**src/logic/spiac_defines.vh**
```
// Purpose: shared offsets, fields and reset values of the spi audio control block
// Assumes: byte addresses on a 32-bit avalon-mm slave
// Notes:   definitions only
`ifndef SPIAC_DEFINES_VH
`define SPIAC_DEFINES_VH

// register byte offsets
`define SPIAC_OFS_CTRL    5'h00
`define SPIAC_OFS_STAT    5'h04
`define SPIAC_OFS_RXDATA  5'h08
`define SPIAC_OFS_TXDATA  5'h0C

// spi_control fields
`define SPIAC_CTL_FRM     31
`define SPIAC_CTL_AUD     23
`define SPIAC_CTL_FEDGE   17
`define SPIAC_CTL_DBUF    16
`define SPIAC_CTL_ON      15
`define SPIAC_CTL_HALT    13
`define SPIAC_CTL_SDOREL  12
`define SPIAC_CTL_WIDE    11
`define SPIAC_CTL_MID     10
`define SPIAC_CTL_CKP     6
`define SPIAC_CTL_WMASK   32'h8083BC40
`define SPIAC_CTL_RESET   32'h00000000

// status fields
`define SPIAC_ST_RXAV     0
`define SPIAC_ST_TXFULL   1
`define SPIAC_ST_OVF      2
`define SPIAC_ST_POL      3
`define SPIAC_ST_RUN      4

`endif

```
**src/logic/spiac_core.v**
```verilog
// Purpose: control fields and serial engine of the spi unit with audio mode
// Assumes: serial clock and frame sync come from the far device; 40 MHz i_clk
// Notes:   avalon-mm slave, waitrequest driven from a flop
// Operation
// [RULE1] audio mode forces the clock polarity to one whatever software wrote.
// [RULE2] in framed mode bit 17 picks frame sync on the first bit clock or one before.
// [RULE3] bit 16 turns the deeper two-entry receive buffering on or off.
// [RULE4] bit 15 enables the whole serial unit.
// [RULE5] bit 13 halts the unit while the device is idle, or keeps it running.
// [RULE6] bit 12 releases the serial output pin to the port, else the unit drives it.
// [RULE7] audio with width 0 1 uses 16-bit data, 16-bit fifo, 32-bit channel, 64-bit frame.
// [RULE8] audio with width 0 0 uses 16-bit data, 16-bit fifo, 16-bit channel, 32-bit frame.
// [RULE9] audio with wide bit set uses 32-bit fifo and channel, 24 or 32-bit data.
// [RULE10] polarity sets idle and active serial clock levels, one meaning idle high.
// [RULE11] software keeps unused control bits at zero in framed mode.
// [RULE12] with the unit disabled the shift and framing logic sit idle, pins undriven.
//
// Register access over Avalon-MM and the register addresses were decided locally.
`timescale 1ns/100ps
`include "spiac_defines.vh"

module spiac_core (
    input  wire        i_clk,
    input  wire        i_resetn,
    input  wire        i_ce,
    input  wire [4:0]  i_address,
    input  wire        i_read,
    input  wire        i_write,
    input  wire [31:0] i_writedata,
    output reg  [31:0] o_readdata,
    output reg         o_waitrequest,
    input  wire        i_idle,
    input  wire        i_sck,
    input  wire        i_fsync,
    input  wire        i_sdi,
    output reg         o_sdo,
    output reg         o_sdo_oe
);

    // width of one data word, then of one channel
    function [5:0] spiac_dw;
        input aud;
        input wide;
        input mid;
        begin
            if (wide)
                spiac_dw = (aud & mid) ? 6'h18 : 6'h20; // RULE9
            else if (mid | aud)
                spiac_dw = 6'h10; // RULE7 RULE8
            else
                spiac_dw = 6'h08;
        end
    endfunction

    function [5:0] spiac_cw;
        input aud;
        input wide;
        input mid;
        begin
            if (aud)
                spiac_cw = (wide | mid) ? 6'h20 : 6'h10; // RULE7 RULE8 RULE9
            else
                spiac_cw = spiac_dw(aud, wide, mid);
        end
    endfunction

    // left-justify a word of width dw into the 32-bit shifter
    function [31:0] spiac_align;
        input [31:0] w;
        input [5:0]  dw;
        begin
            case (dw)
                6'h08:   spiac_align = {w[7:0], 24'h000000};
                6'h10:   spiac_align = {w[15:0], 16'h0000};
                6'h18:   spiac_align = {w[23:0], 8'h00};
                default: spiac_align = w;
            endcase
        end
    endfunction

    reg  [31:0] ctrl_q;
    reg         ovf_q;
    reg  [31:0] hold_q;
    reg         hold_full_q;
    reg  [31:0] tx_sh_q;
    reg  [31:0] rx_sh_q;
    reg  [4:0]  cpos_q;
    reg         load_q;
    reg         sck_last_q;
    reg         fs_last_q;
    reg         fs_pend_q;
    wire [2:0]  pins;
    wire        sck_s;
    wire        fs_s;
    wire        sdi_s;

    // control field views
    wire        f_on    = ctrl_q[`SPIAC_CTL_ON];
    wire        f_aud   = ctrl_q[`SPIAC_CTL_AUD];
    wire        f_frm   = ctrl_q[`SPIAC_CTL_FRM];
    wire        f_fedge = ctrl_q[`SPIAC_CTL_FEDGE];
    wire        f_dbuf  = ctrl_q[`SPIAC_CTL_DBUF];
    wire        f_halt  = ctrl_q[`SPIAC_CTL_HALT];
    wire        f_rel   = ctrl_q[`SPIAC_CTL_SDOREL];
    wire        f_wide  = ctrl_q[`SPIAC_CTL_WIDE];
    wire        f_mid   = ctrl_q[`SPIAC_CTL_MID];
    wire        eff_pol = f_aud | ctrl_q[`SPIAC_CTL_CKP]; // RULE1

    wire [5:0]  dw      = spiac_dw(f_aud, f_wide, f_mid);
    wire [5:0]  cw      = spiac_cw(f_aud, f_wide, f_mid);
    wire [5:0]  dw_m1   = dw - 6'h01;
    wire [5:0]  cw_m1   = cw - 6'h01;

    // halt only while the device sits idle and software asked for it
    wire        run     = f_on & ~(f_halt & i_idle); // RULE4 RULE5

    // pin inputs through the filtered synchroniser
    spiac_sync #(
        .W(3)
    ) u_sync (
        .i_clk    (i_clk),
        .i_resetn (i_resetn),
        .i_ce     (i_ce),
        .i_async  ({i_sdi, i_fsync, i_sck}),
        .o_level  (pins)
    );

    assign sck_s = pins[0];
    assign fs_s  = pins[1];
    assign sdi_s = pins[2];

    // idle level equals the polarity; lead edge leaves idle, trail edge returns
    wire        lead    = (sck_last_q == eff_pol) & (sck_s != eff_pol); // RULE10
    wire        trail   = (sck_last_q != eff_pol) & (sck_s == eff_pol); // RULE10

    // frame start on the sampled frame-sync rise
    wire        sync_md = f_frm | f_aud;
    wire        fs_rise = fs_s & ~fs_last_q;
    wire        start   = sync_md & (f_fedge ? fs_pend_q : fs_rise); // RULE2
    wire [5:0]  idx     = start ? 6'h00 : {1'b0, cpos_q};
    wire        in_data = (idx <= dw_m1);
    wire        rx_last = (idx == dw_m1);
    wire        ch_last = (idx == cw_m1);
    // a frame start drops bits left behind by a sync lead-in clock
    wire [31:0] rx_word = start ? {31'h00000000, sdi_s} : {rx_sh_q[30:0], sdi_s};

    // receive buffer between the shifter and software
    wire        rx_push = run & lead & rx_last;
    wire        rx_rdy;
    wire        rx_val;
    wire [31:0] rx_out;
    wire        rx_pop;

    spiac_fifo #(
        .W(32),
        .D(2)
    ) u_rxbuf (
        .i_clk       (i_clk),
        .i_resetn    (i_resetn),
        .i_ce        (i_ce),
        .i_limit_one (~f_dbuf), // RULE3
        .i_valid     (rx_push),
        .o_ready     (rx_rdy),
        .i_data      (rx_word),
        .o_valid     (rx_val),
        .i_ready     (rx_pop),
        .o_data      (rx_out)
    );

    // bus decode; a request completes when waitrequest is seen low
    wire        sel_ctl = (i_address == `SPIAC_OFS_CTRL);
    wire        sel_st  = (i_address == `SPIAC_OFS_STAT);
    wire        sel_rx  = (i_address == `SPIAC_OFS_RXDATA);
    wire        sel_tx  = (i_address == `SPIAC_OFS_TXDATA);
    wire        req     = i_read | i_write;
    wire        done    = req & ~o_waitrequest;
    wire        wr_done = done & i_write;
    wire        tx_wr   = wr_done & sel_tx;
    // a full holding register stalls the master instead of losing the word
    wire        stall   = i_write & sel_tx & hold_full_q;
    wire        tx_take = run & trail & load_q & hold_full_q;
    wire        ovf_set = rx_push & ~rx_rdy;
    wire        ovf_clr = wr_done & sel_st & i_writedata[`SPIAC_ST_OVF];

    assign rx_pop = done & i_read & sel_rx;

    reg  [31:0] rdata_d;
    reg         ovf_d;

    // read mux; unmapped offsets read as zero
    always @* begin
        rdata_d = 32'h00000000;
        if (sel_ctl)
            rdata_d = ctrl_q;
        else if (sel_st) begin
            rdata_d[`SPIAC_ST_RXAV]   = rx_val;
            rdata_d[`SPIAC_ST_TXFULL] = hold_full_q;
            rdata_d[`SPIAC_ST_OVF]    = ovf_q;
            rdata_d[`SPIAC_ST_POL]    = eff_pol;
            rdata_d[`SPIAC_ST_RUN]    = run;
        end else if (sel_rx & rx_val)
            rdata_d = rx_out;
    end

    // a late overflow wins over a clear in the same cycle
    always @* begin
        ovf_d = ovf_q;
        if (ovf_clr)
            ovf_d = 1'b0;
        if (ovf_set)
            ovf_d = 1'b1;
    end

    // bus handshake: one wait cycle, then completion
    always @(posedge i_clk) begin
        if (!i_resetn) begin
            o_waitrequest <= 1'b1;
            o_readdata    <= 32'h00000000;
        end else if (i_ce) begin
            if (req & o_waitrequest & ~stall) begin
                o_waitrequest <= 1'b0;
                o_readdata    <= rdata_d;
            end else
                o_waitrequest <= 1'b1;
        end
    end

    // control register and overflow flag
    always @(posedge i_clk) begin
        if (!i_resetn) begin
            ctrl_q <= `SPIAC_CTL_RESET;
            ovf_q  <= 1'b0;
        end else if (i_ce) begin
            if (wr_done & sel_ctl)
                ctrl_q <= i_writedata & `SPIAC_CTL_WMASK;
            ovf_q <= ovf_d;
        end
    end

    // transmit holding register; a bus write never meets a take
    always @(posedge i_clk) begin
        if (!i_resetn) begin
            hold_q      <= 32'h00000000;
            hold_full_q <= 1'b0;
        end else if (i_ce) begin
            if (tx_wr) begin
                hold_q      <= i_writedata;
                hold_full_q <= 1'b1;
            end else if (tx_take)
                hold_full_q <= 1'b0;
        end
    end

    // edge history follows the pins even when halted, so no false edge on resume
    always @(posedge i_clk) begin
        if (!i_resetn) begin
            sck_last_q <= 1'b0;
            fs_last_q  <= 1'b0;
            fs_pend_q  <= 1'b0;
        end else if (i_ce) begin
            sck_last_q <= sck_s;
            if (lead) begin
                fs_last_q <= fs_s;
                fs_pend_q <= fs_rise & f_fedge;
            end
        end
    end

    // shift engine: sample on lead, shift or load on trail
    always @(posedge i_clk) begin
        if (!i_resetn) begin
            tx_sh_q <= 32'h00000000;
            rx_sh_q <= 32'h00000000;
            cpos_q  <= 5'h00;
            load_q  <= 1'b1;
        end else if (i_ce) begin
            if (!f_on) begin
                tx_sh_q <= 32'h00000000; // RULE12
                rx_sh_q <= 32'h00000000; // RULE12
                cpos_q  <= 5'h00; // RULE12
                load_q  <= 1'b1; // RULE12
            end else if (run) begin
                if (lead) begin
                    if (rx_last)
                        rx_sh_q <= 32'h00000000;
                    else if (in_data)
                        rx_sh_q <= rx_word;
                    cpos_q <= ch_last ? 5'h00 : idx[4:0] + 5'h01;
                    load_q <= ch_last;
                end else if (trail) begin
                    if (load_q) begin
                        // underrun sends zeros rather than stale data
                        tx_sh_q <= hold_full_q ? spiac_align(hold_q, dw) : 32'h00000000;
                        load_q  <= 1'b0;
                    end else
                        tx_sh_q <= {tx_sh_q[30:0], 1'b0};
                end
            end
        end
    end

    // pin drivers; released or disabled leaves the pin to the port
    always @(posedge i_clk) begin
        if (!i_resetn) begin
            o_sdo    <= 1'b0;
            o_sdo_oe <= 1'b0;
        end else if (i_ce) begin
            o_sdo    <= f_on & tx_sh_q[31]; // RULE12
            o_sdo_oe <= f_on & ~f_rel; // RULE6 RULE12
        end
    end

endmodule // spiac_core

```
**src/logic/spiac_fifo.v**
```verilog
// Purpose: two-entry buffer with valid and ready on both sides
// Assumes: single clock, synchronous active-low reset
// Notes:   i_limit_one caps occupancy at one entry
`timescale 1ns/100ps

module spiac_fifo #(
    parameter W = 32,
    parameter D = 2
) (
    input  wire         i_clk,
    input  wire         i_resetn,
    input  wire         i_ce,
    input  wire         i_limit_one,
    input  wire         i_valid,
    output wire         o_ready,
    input  wire [W-1:0] i_data,
    output wire         o_valid,
    input  wire         i_ready,
    output wire [W-1:0] o_data
);

    reg [W-1:0] mem_q [0:D-1];
    reg [1:0]   wr_q;
    reg [1:0]   rd_q;
    reg [2:0]   cnt_q;
    wire        push;
    wire        pop;
    wire [2:0]  cap;

    // shallow mode behaves as a single holding register
    assign cap     = i_limit_one ? 3'h1 : D[2:0];
    assign o_ready = (cnt_q < cap);
    assign o_valid = (cnt_q != 3'h0);
    assign o_data  = mem_q[rd_q[0]];
    assign push    = i_valid & o_ready;
    assign pop     = o_valid & i_ready;

    // pointers wrap over the two slots
    always @(posedge i_clk) begin
        if (!i_resetn) begin
            wr_q  <= 2'h0;
            rd_q  <= 2'h0;
            cnt_q <= 3'h0;
        end else if (i_ce) begin
            if (push) begin
                mem_q[wr_q[0]] <= i_data;
                wr_q           <= {1'b0, ~wr_q[0]};
            end
            if (pop)
                rd_q <= {1'b0, ~rd_q[0]};
            if (push & ~pop)
                cnt_q <= cnt_q + 3'h1;
            else if (pop & ~push)
                cnt_q <= cnt_q - 3'h1;
        end
    end

endmodule // spiac_fifo

```
**src/logic/spiac_sync.v**
```verilog
// Purpose: three-stage synchroniser with agreement filter for pin inputs
// Assumes: inputs are asynchronous to i_clk
// Notes:   output changes only when stages two and three agree
`timescale 1ns/100ps

module spiac_sync #(
    parameter W = 3
) (
    input  wire         i_clk,
    input  wire         i_resetn,
    input  wire         i_ce,
    input  wire [W-1:0] i_async,
    output reg  [W-1:0] o_level
);

    reg [W-1:0] s1_q;
    reg [W-1:0] s2_q;
    reg [W-1:0] s3_q;
    wire [W-1:0] agree;

    // stage one feeds only stage two
    assign agree = ~(s2_q ^ s3_q);

    // filter rejects a single-cycle disagreement
    always @(posedge i_clk) begin
        if (!i_resetn) begin
            s1_q    <= {W{1'b0}};
            s2_q    <= {W{1'b0}};
            s3_q    <= {W{1'b0}};
            o_level <= {W{1'b0}};
        end else if (i_ce) begin
            s1_q    <= i_async;
            s2_q    <= s1_q;
            s3_q    <= s2_q;
            o_level <= (agree & s2_q) | (~agree & o_level);
        end
    end

endmodule // spiac_sync
```
**config.mk**
```make
export PLATFORM = sky130hd
export DESIGN_NAME = spiac_core
export DESIGN_NICKNAME = d
export VERILOG_FILES = /design/src/logic/spiac_core.v /design/src/logic/spiac_fifo.v /design/src/logic/spiac_sync.v
export VERILOG_INCLUDE_DIRS = /design/src /design/src/logic
export SDC_FILE = /design/constraint.sdc
export NUM_CORES = 1
export LEC_CHECK = 0
export BUFFER_PORTS_ARGS = -buffer_cell sky130_fd_sc_hd__buf_2
export CAP_MARGIN = 20
export CORE_MARGIN = 4
export CORE_UTILIZATION = 30
export CTS_BUF_LIST = sky130_fd_sc_hd__clkbuf_16
export DETAILED_ROUTE_END_ITERATION = 6
export GPL_TIMING_DRIVEN = 0
export SLEW_MARGIN = 0
export SYNTH_ARGS = -nofsm -noshare
export SYNTH_HDL_FRONTEND = slang
export SYNTH_SLANG_ARGS = --single-unit
```
**constraint.sdc**
```tcl
create_clock -name i_clk -period 9.9 [get_ports i_clk]
set_input_delay 2.97 -clock i_clk [delete_from_list [all_inputs] [get_ports i_clk]]
set_output_delay 2.97 -clock i_clk [all_outputs]
set_load 0.1 [all_outputs]
```
==> key figures <==
Detailed routing
  – Antenna viol nets, final: 0
  – DRT iter0 DRCs: around 460
  – Drt via density: a little under 5
  – Drt total wl: ~28,000 µm
  – DRC: 0
  – Avg WL per Cell: between 15 and 20 µm
  – Via count: 7,817
  – DRT Pass-1 Iters: 5

Power and ir drop
  – Total power divided by cell area: approximately 170 mW/mm²
  – Pleak: roughly 4.6 nW
  – Tot Pwr: 2.04 mW
  – Max VDD drop: between 0.1 and 0.15 mV

Synthesis
  – Area contributors post-synth: dfxtp_1 (33%), edfxtp_1 (19%), nand2_1 (5.8%)
  – Number of enable flip-flop cells after synthesis: between 60 and 70
  – Yosys Warn Count: 0
  – Main synth FF type: dfxtp_1
  – Synth top area share: 0.329
  – Count of unique library cells instantiated by Yosys: 58
  – Post-Syn Instances: just over 1,000
  – Syn_area_per_cell: between 10 and 15 µm²
  – Mapped Area: around 0.010 mm²
  – Register area share after synthesis: 0.516
  – Asr flop ratio synth: 0
  – Syn Nets: about 1,100
  – FF+latch count, synth: about 230
  – Cell accounting for the most synthesized area: dfxtp_1

GRT
  – Largest net degree at the start of global routing: 15
  – Gr usage total: 0.146
  – Grt ovf: 0
  – Initial antenna violation count: 2
  – Vias in the first global route: 7,677
  – First-pass GRT wire length: approximately 43,000 µm

Placed design
  – Placer Congestion: just over 0.9
  – Post-DP HPWL: between 20,000 and 25,000 µm
  – Dpl cell area: 0.0113 mm²
  – Port-buffer cells: a little under 80

Clocking
  – Cts repair resizes: 0
  – Cts-stage hold buffer count: 0
  – Clk buf depth: 3
  – # clock sinks: between 200 and 250
  – Clock root buffer: clkbuf_16
  – CTS tree: yes
  – Setup Buffers After CTS: 0
  – Num CTS Buffers: 26
  – Worst-Skew Late Latency: between 500 and 600 ps
  – Htree depth: 1
  – Clock-pin transition on the worst setup and hold timing paths: around 60 ps

Floorplan
  – Initial Utilization: 0.305
  – Total Die Area: 0.0373 mm²
  – I/O Pins: between 80 and 90
  – Core Area: approximately 0.034 mm²
  – Std-Cell Rows: 67
  – Die Ht: 193 µm
  – Die width: between 150 and 200 µm

Timing
  – RSZ-0062 raised after global routing: false
  – Slew of the pin with the lowest slew margin: between 900 and 1000 ps
  – Clock skew: 22.3 ps
  – Tcrit/Tclk final: 0.497
  – Relative slew slack: 0.389
  – Setup Viol. Count Final: 0
  – Max frequency: 0.203 GHz
  – Fin. Hold Viols: 0
  – Tmin final: 4920 ps
  – Final Slew Violations: 0
  – Setup TNS: 0 ps
  – Worst hold slack: 455 ps

Setup path
  – CP arrival: around 5200 ps
  – WP data required: 10,160 ps
  – Crit end category: flip-flop
  – CP max stage delay: about 800 ps
  – WS Path Type: input pin to flip-flop
  – Critical path startpoint category: input pin
  – Worst path slowest cell: nor3_2
  – Max FO, Critical Path: 11
  – Critical path buffer and inverter count: 3
  – CP Cell Sequence: clkbuf_1 -> nand4_1 -> nor3_2 -> buf_4 -> buf_6
  – Crit-path leading delay family: simple AND/OR/NAND/NOR gates

Final layout
  – Post-route cell area: 0.0122 mm²
  – Final net count: approximately 1,200
  – Layout area overhead: 18.6%
  – Ratio of cells with drive above 1 in the final layout: 0.173

Worst hold path
  – Hold Path Class: flip-flop to flip-flop

Job
  – Total of max-cap violations: 0

Status
  – Outcome: finished, final reports clean
## cells by family after synthesis
logic type | share of synthesized area
AO/OA/AOI/OAI | 0.165
adder cells (fa/ha/maj) | 0.0117
flip-flops | 0.516
multiplexers | 0.0852
AND/OR/NAND/NOR | 0.166
buffers and inverters | 0.0462
XOR/XNOR | 0.0102
## layout make-up
type | instances | area [µm²]
buffer | 75 | 352
inverter | 33 | 124
tap | 448 | 561
fill | 3419 | 21500
timing repair buffer | 84 | 450
clock inverter | 21 | 240
antenna | 1 | 2.50
multi-input combinational | 675 | 4510
clock buffer | 26 | 651
sequential | 233 | 5310
## routing by layer
layer / track usage / wire length, µm / vias to the layer above
li1: - / - / 3817
met1: 0.193 / 12400 / 3789
met2: 0.247 / 13300 / 163
met3: 0.0225 / 1170 / 46
met4: 0.0485 / 772 / 2
met5: 0 / 11 / -
## layout by cell type (no fill, tap or decap), drive strengths merged, types with 10 or more instances in the layout
cell type and count:
a22o 24, o21a 18, nand2 159, o22ai 25
a21boi 53, edfxtp 64, a22oi 22, and3 11
a21oi 18, a221oi 18, nor2b 88, clkbuf 65
o21ai 31, inv 37, and2 10, mux2i 56
nand3 20, dfxtp 169, mux2 28, nor2 14
buf 120
## where the power goes
group / internal, mW / switching [mW] / leakage (nW)
registers: 0.975 / 0.00173 / 2.06
logic: 0.0227 / 0.0418 / 2.08
clock network: 0.589 / 0.407 / 0.438
total: 1.59 / 0.450 / 4.57
## state kept, by name (all words and copies together) (netlist names), 3 cells and up, named ones only
register	cells
hold_q	32
o_readdata	32
cpos_q	5
u_rxbuf.cnt_q	3
u_sync.s2_q	3
u_sync.s3_q	3
rx_sh_q	31
ctrl_q	10
u_rxbuf.mem_q	64
tx_sh_q	32
u_sync.s1_q	3
## synthesized netlist by cell type (8+ instances only)
master,n
edfxtp_1,64
a221oi_1,18
dfxtp_1,169
mux2i_1,56
a22oi_1,22
ha_1,8
nand2_1,158
mux2_2,28
inv_1,33
a21boi_0,48
and3_1,11
nor2_1,12
o22ai_1,25
nor2b_1,88
a22o_1,24
o21a_1,18
a21oi_1,18
buf_2,26
and2_1,10
nand3_1,20
o21ai_0,31
clkbuf_1,39
## stage by stage
step / cells / setup slack, ps / utilization
after detailed placement: 1548 / 4370 / 0.335
final: 1596 / 4980 / 0.362
after global routing: 1596 / 4820 / 0.362
after CTS: 1595 / 4940 / 0.362
after floorplan: 1016 / 3760 / -
after global placement: 1542 / 1560 / 0.333
## final timing paths
| check | depth (start not counted) | start | endpoint | slack, ps |
|---|---|---|---|---|
| worst max-delay path | 5 | i_resetn | u_rxbuf.mem_q[1][20] | 4980 |
| worst min-delay path | 1 | tx_sh_q[4] | tx_sh_q[4] | 460 |
| worst max register to register | 12 | flip-flop | u_rxbuf.mem_q[1][20] | 5510 |
| worst min register to register | 1 | tx_sh_q[4] | tx_sh_q[4] | 460 |
Note: power is estimated with default switching activity, not from simulation.
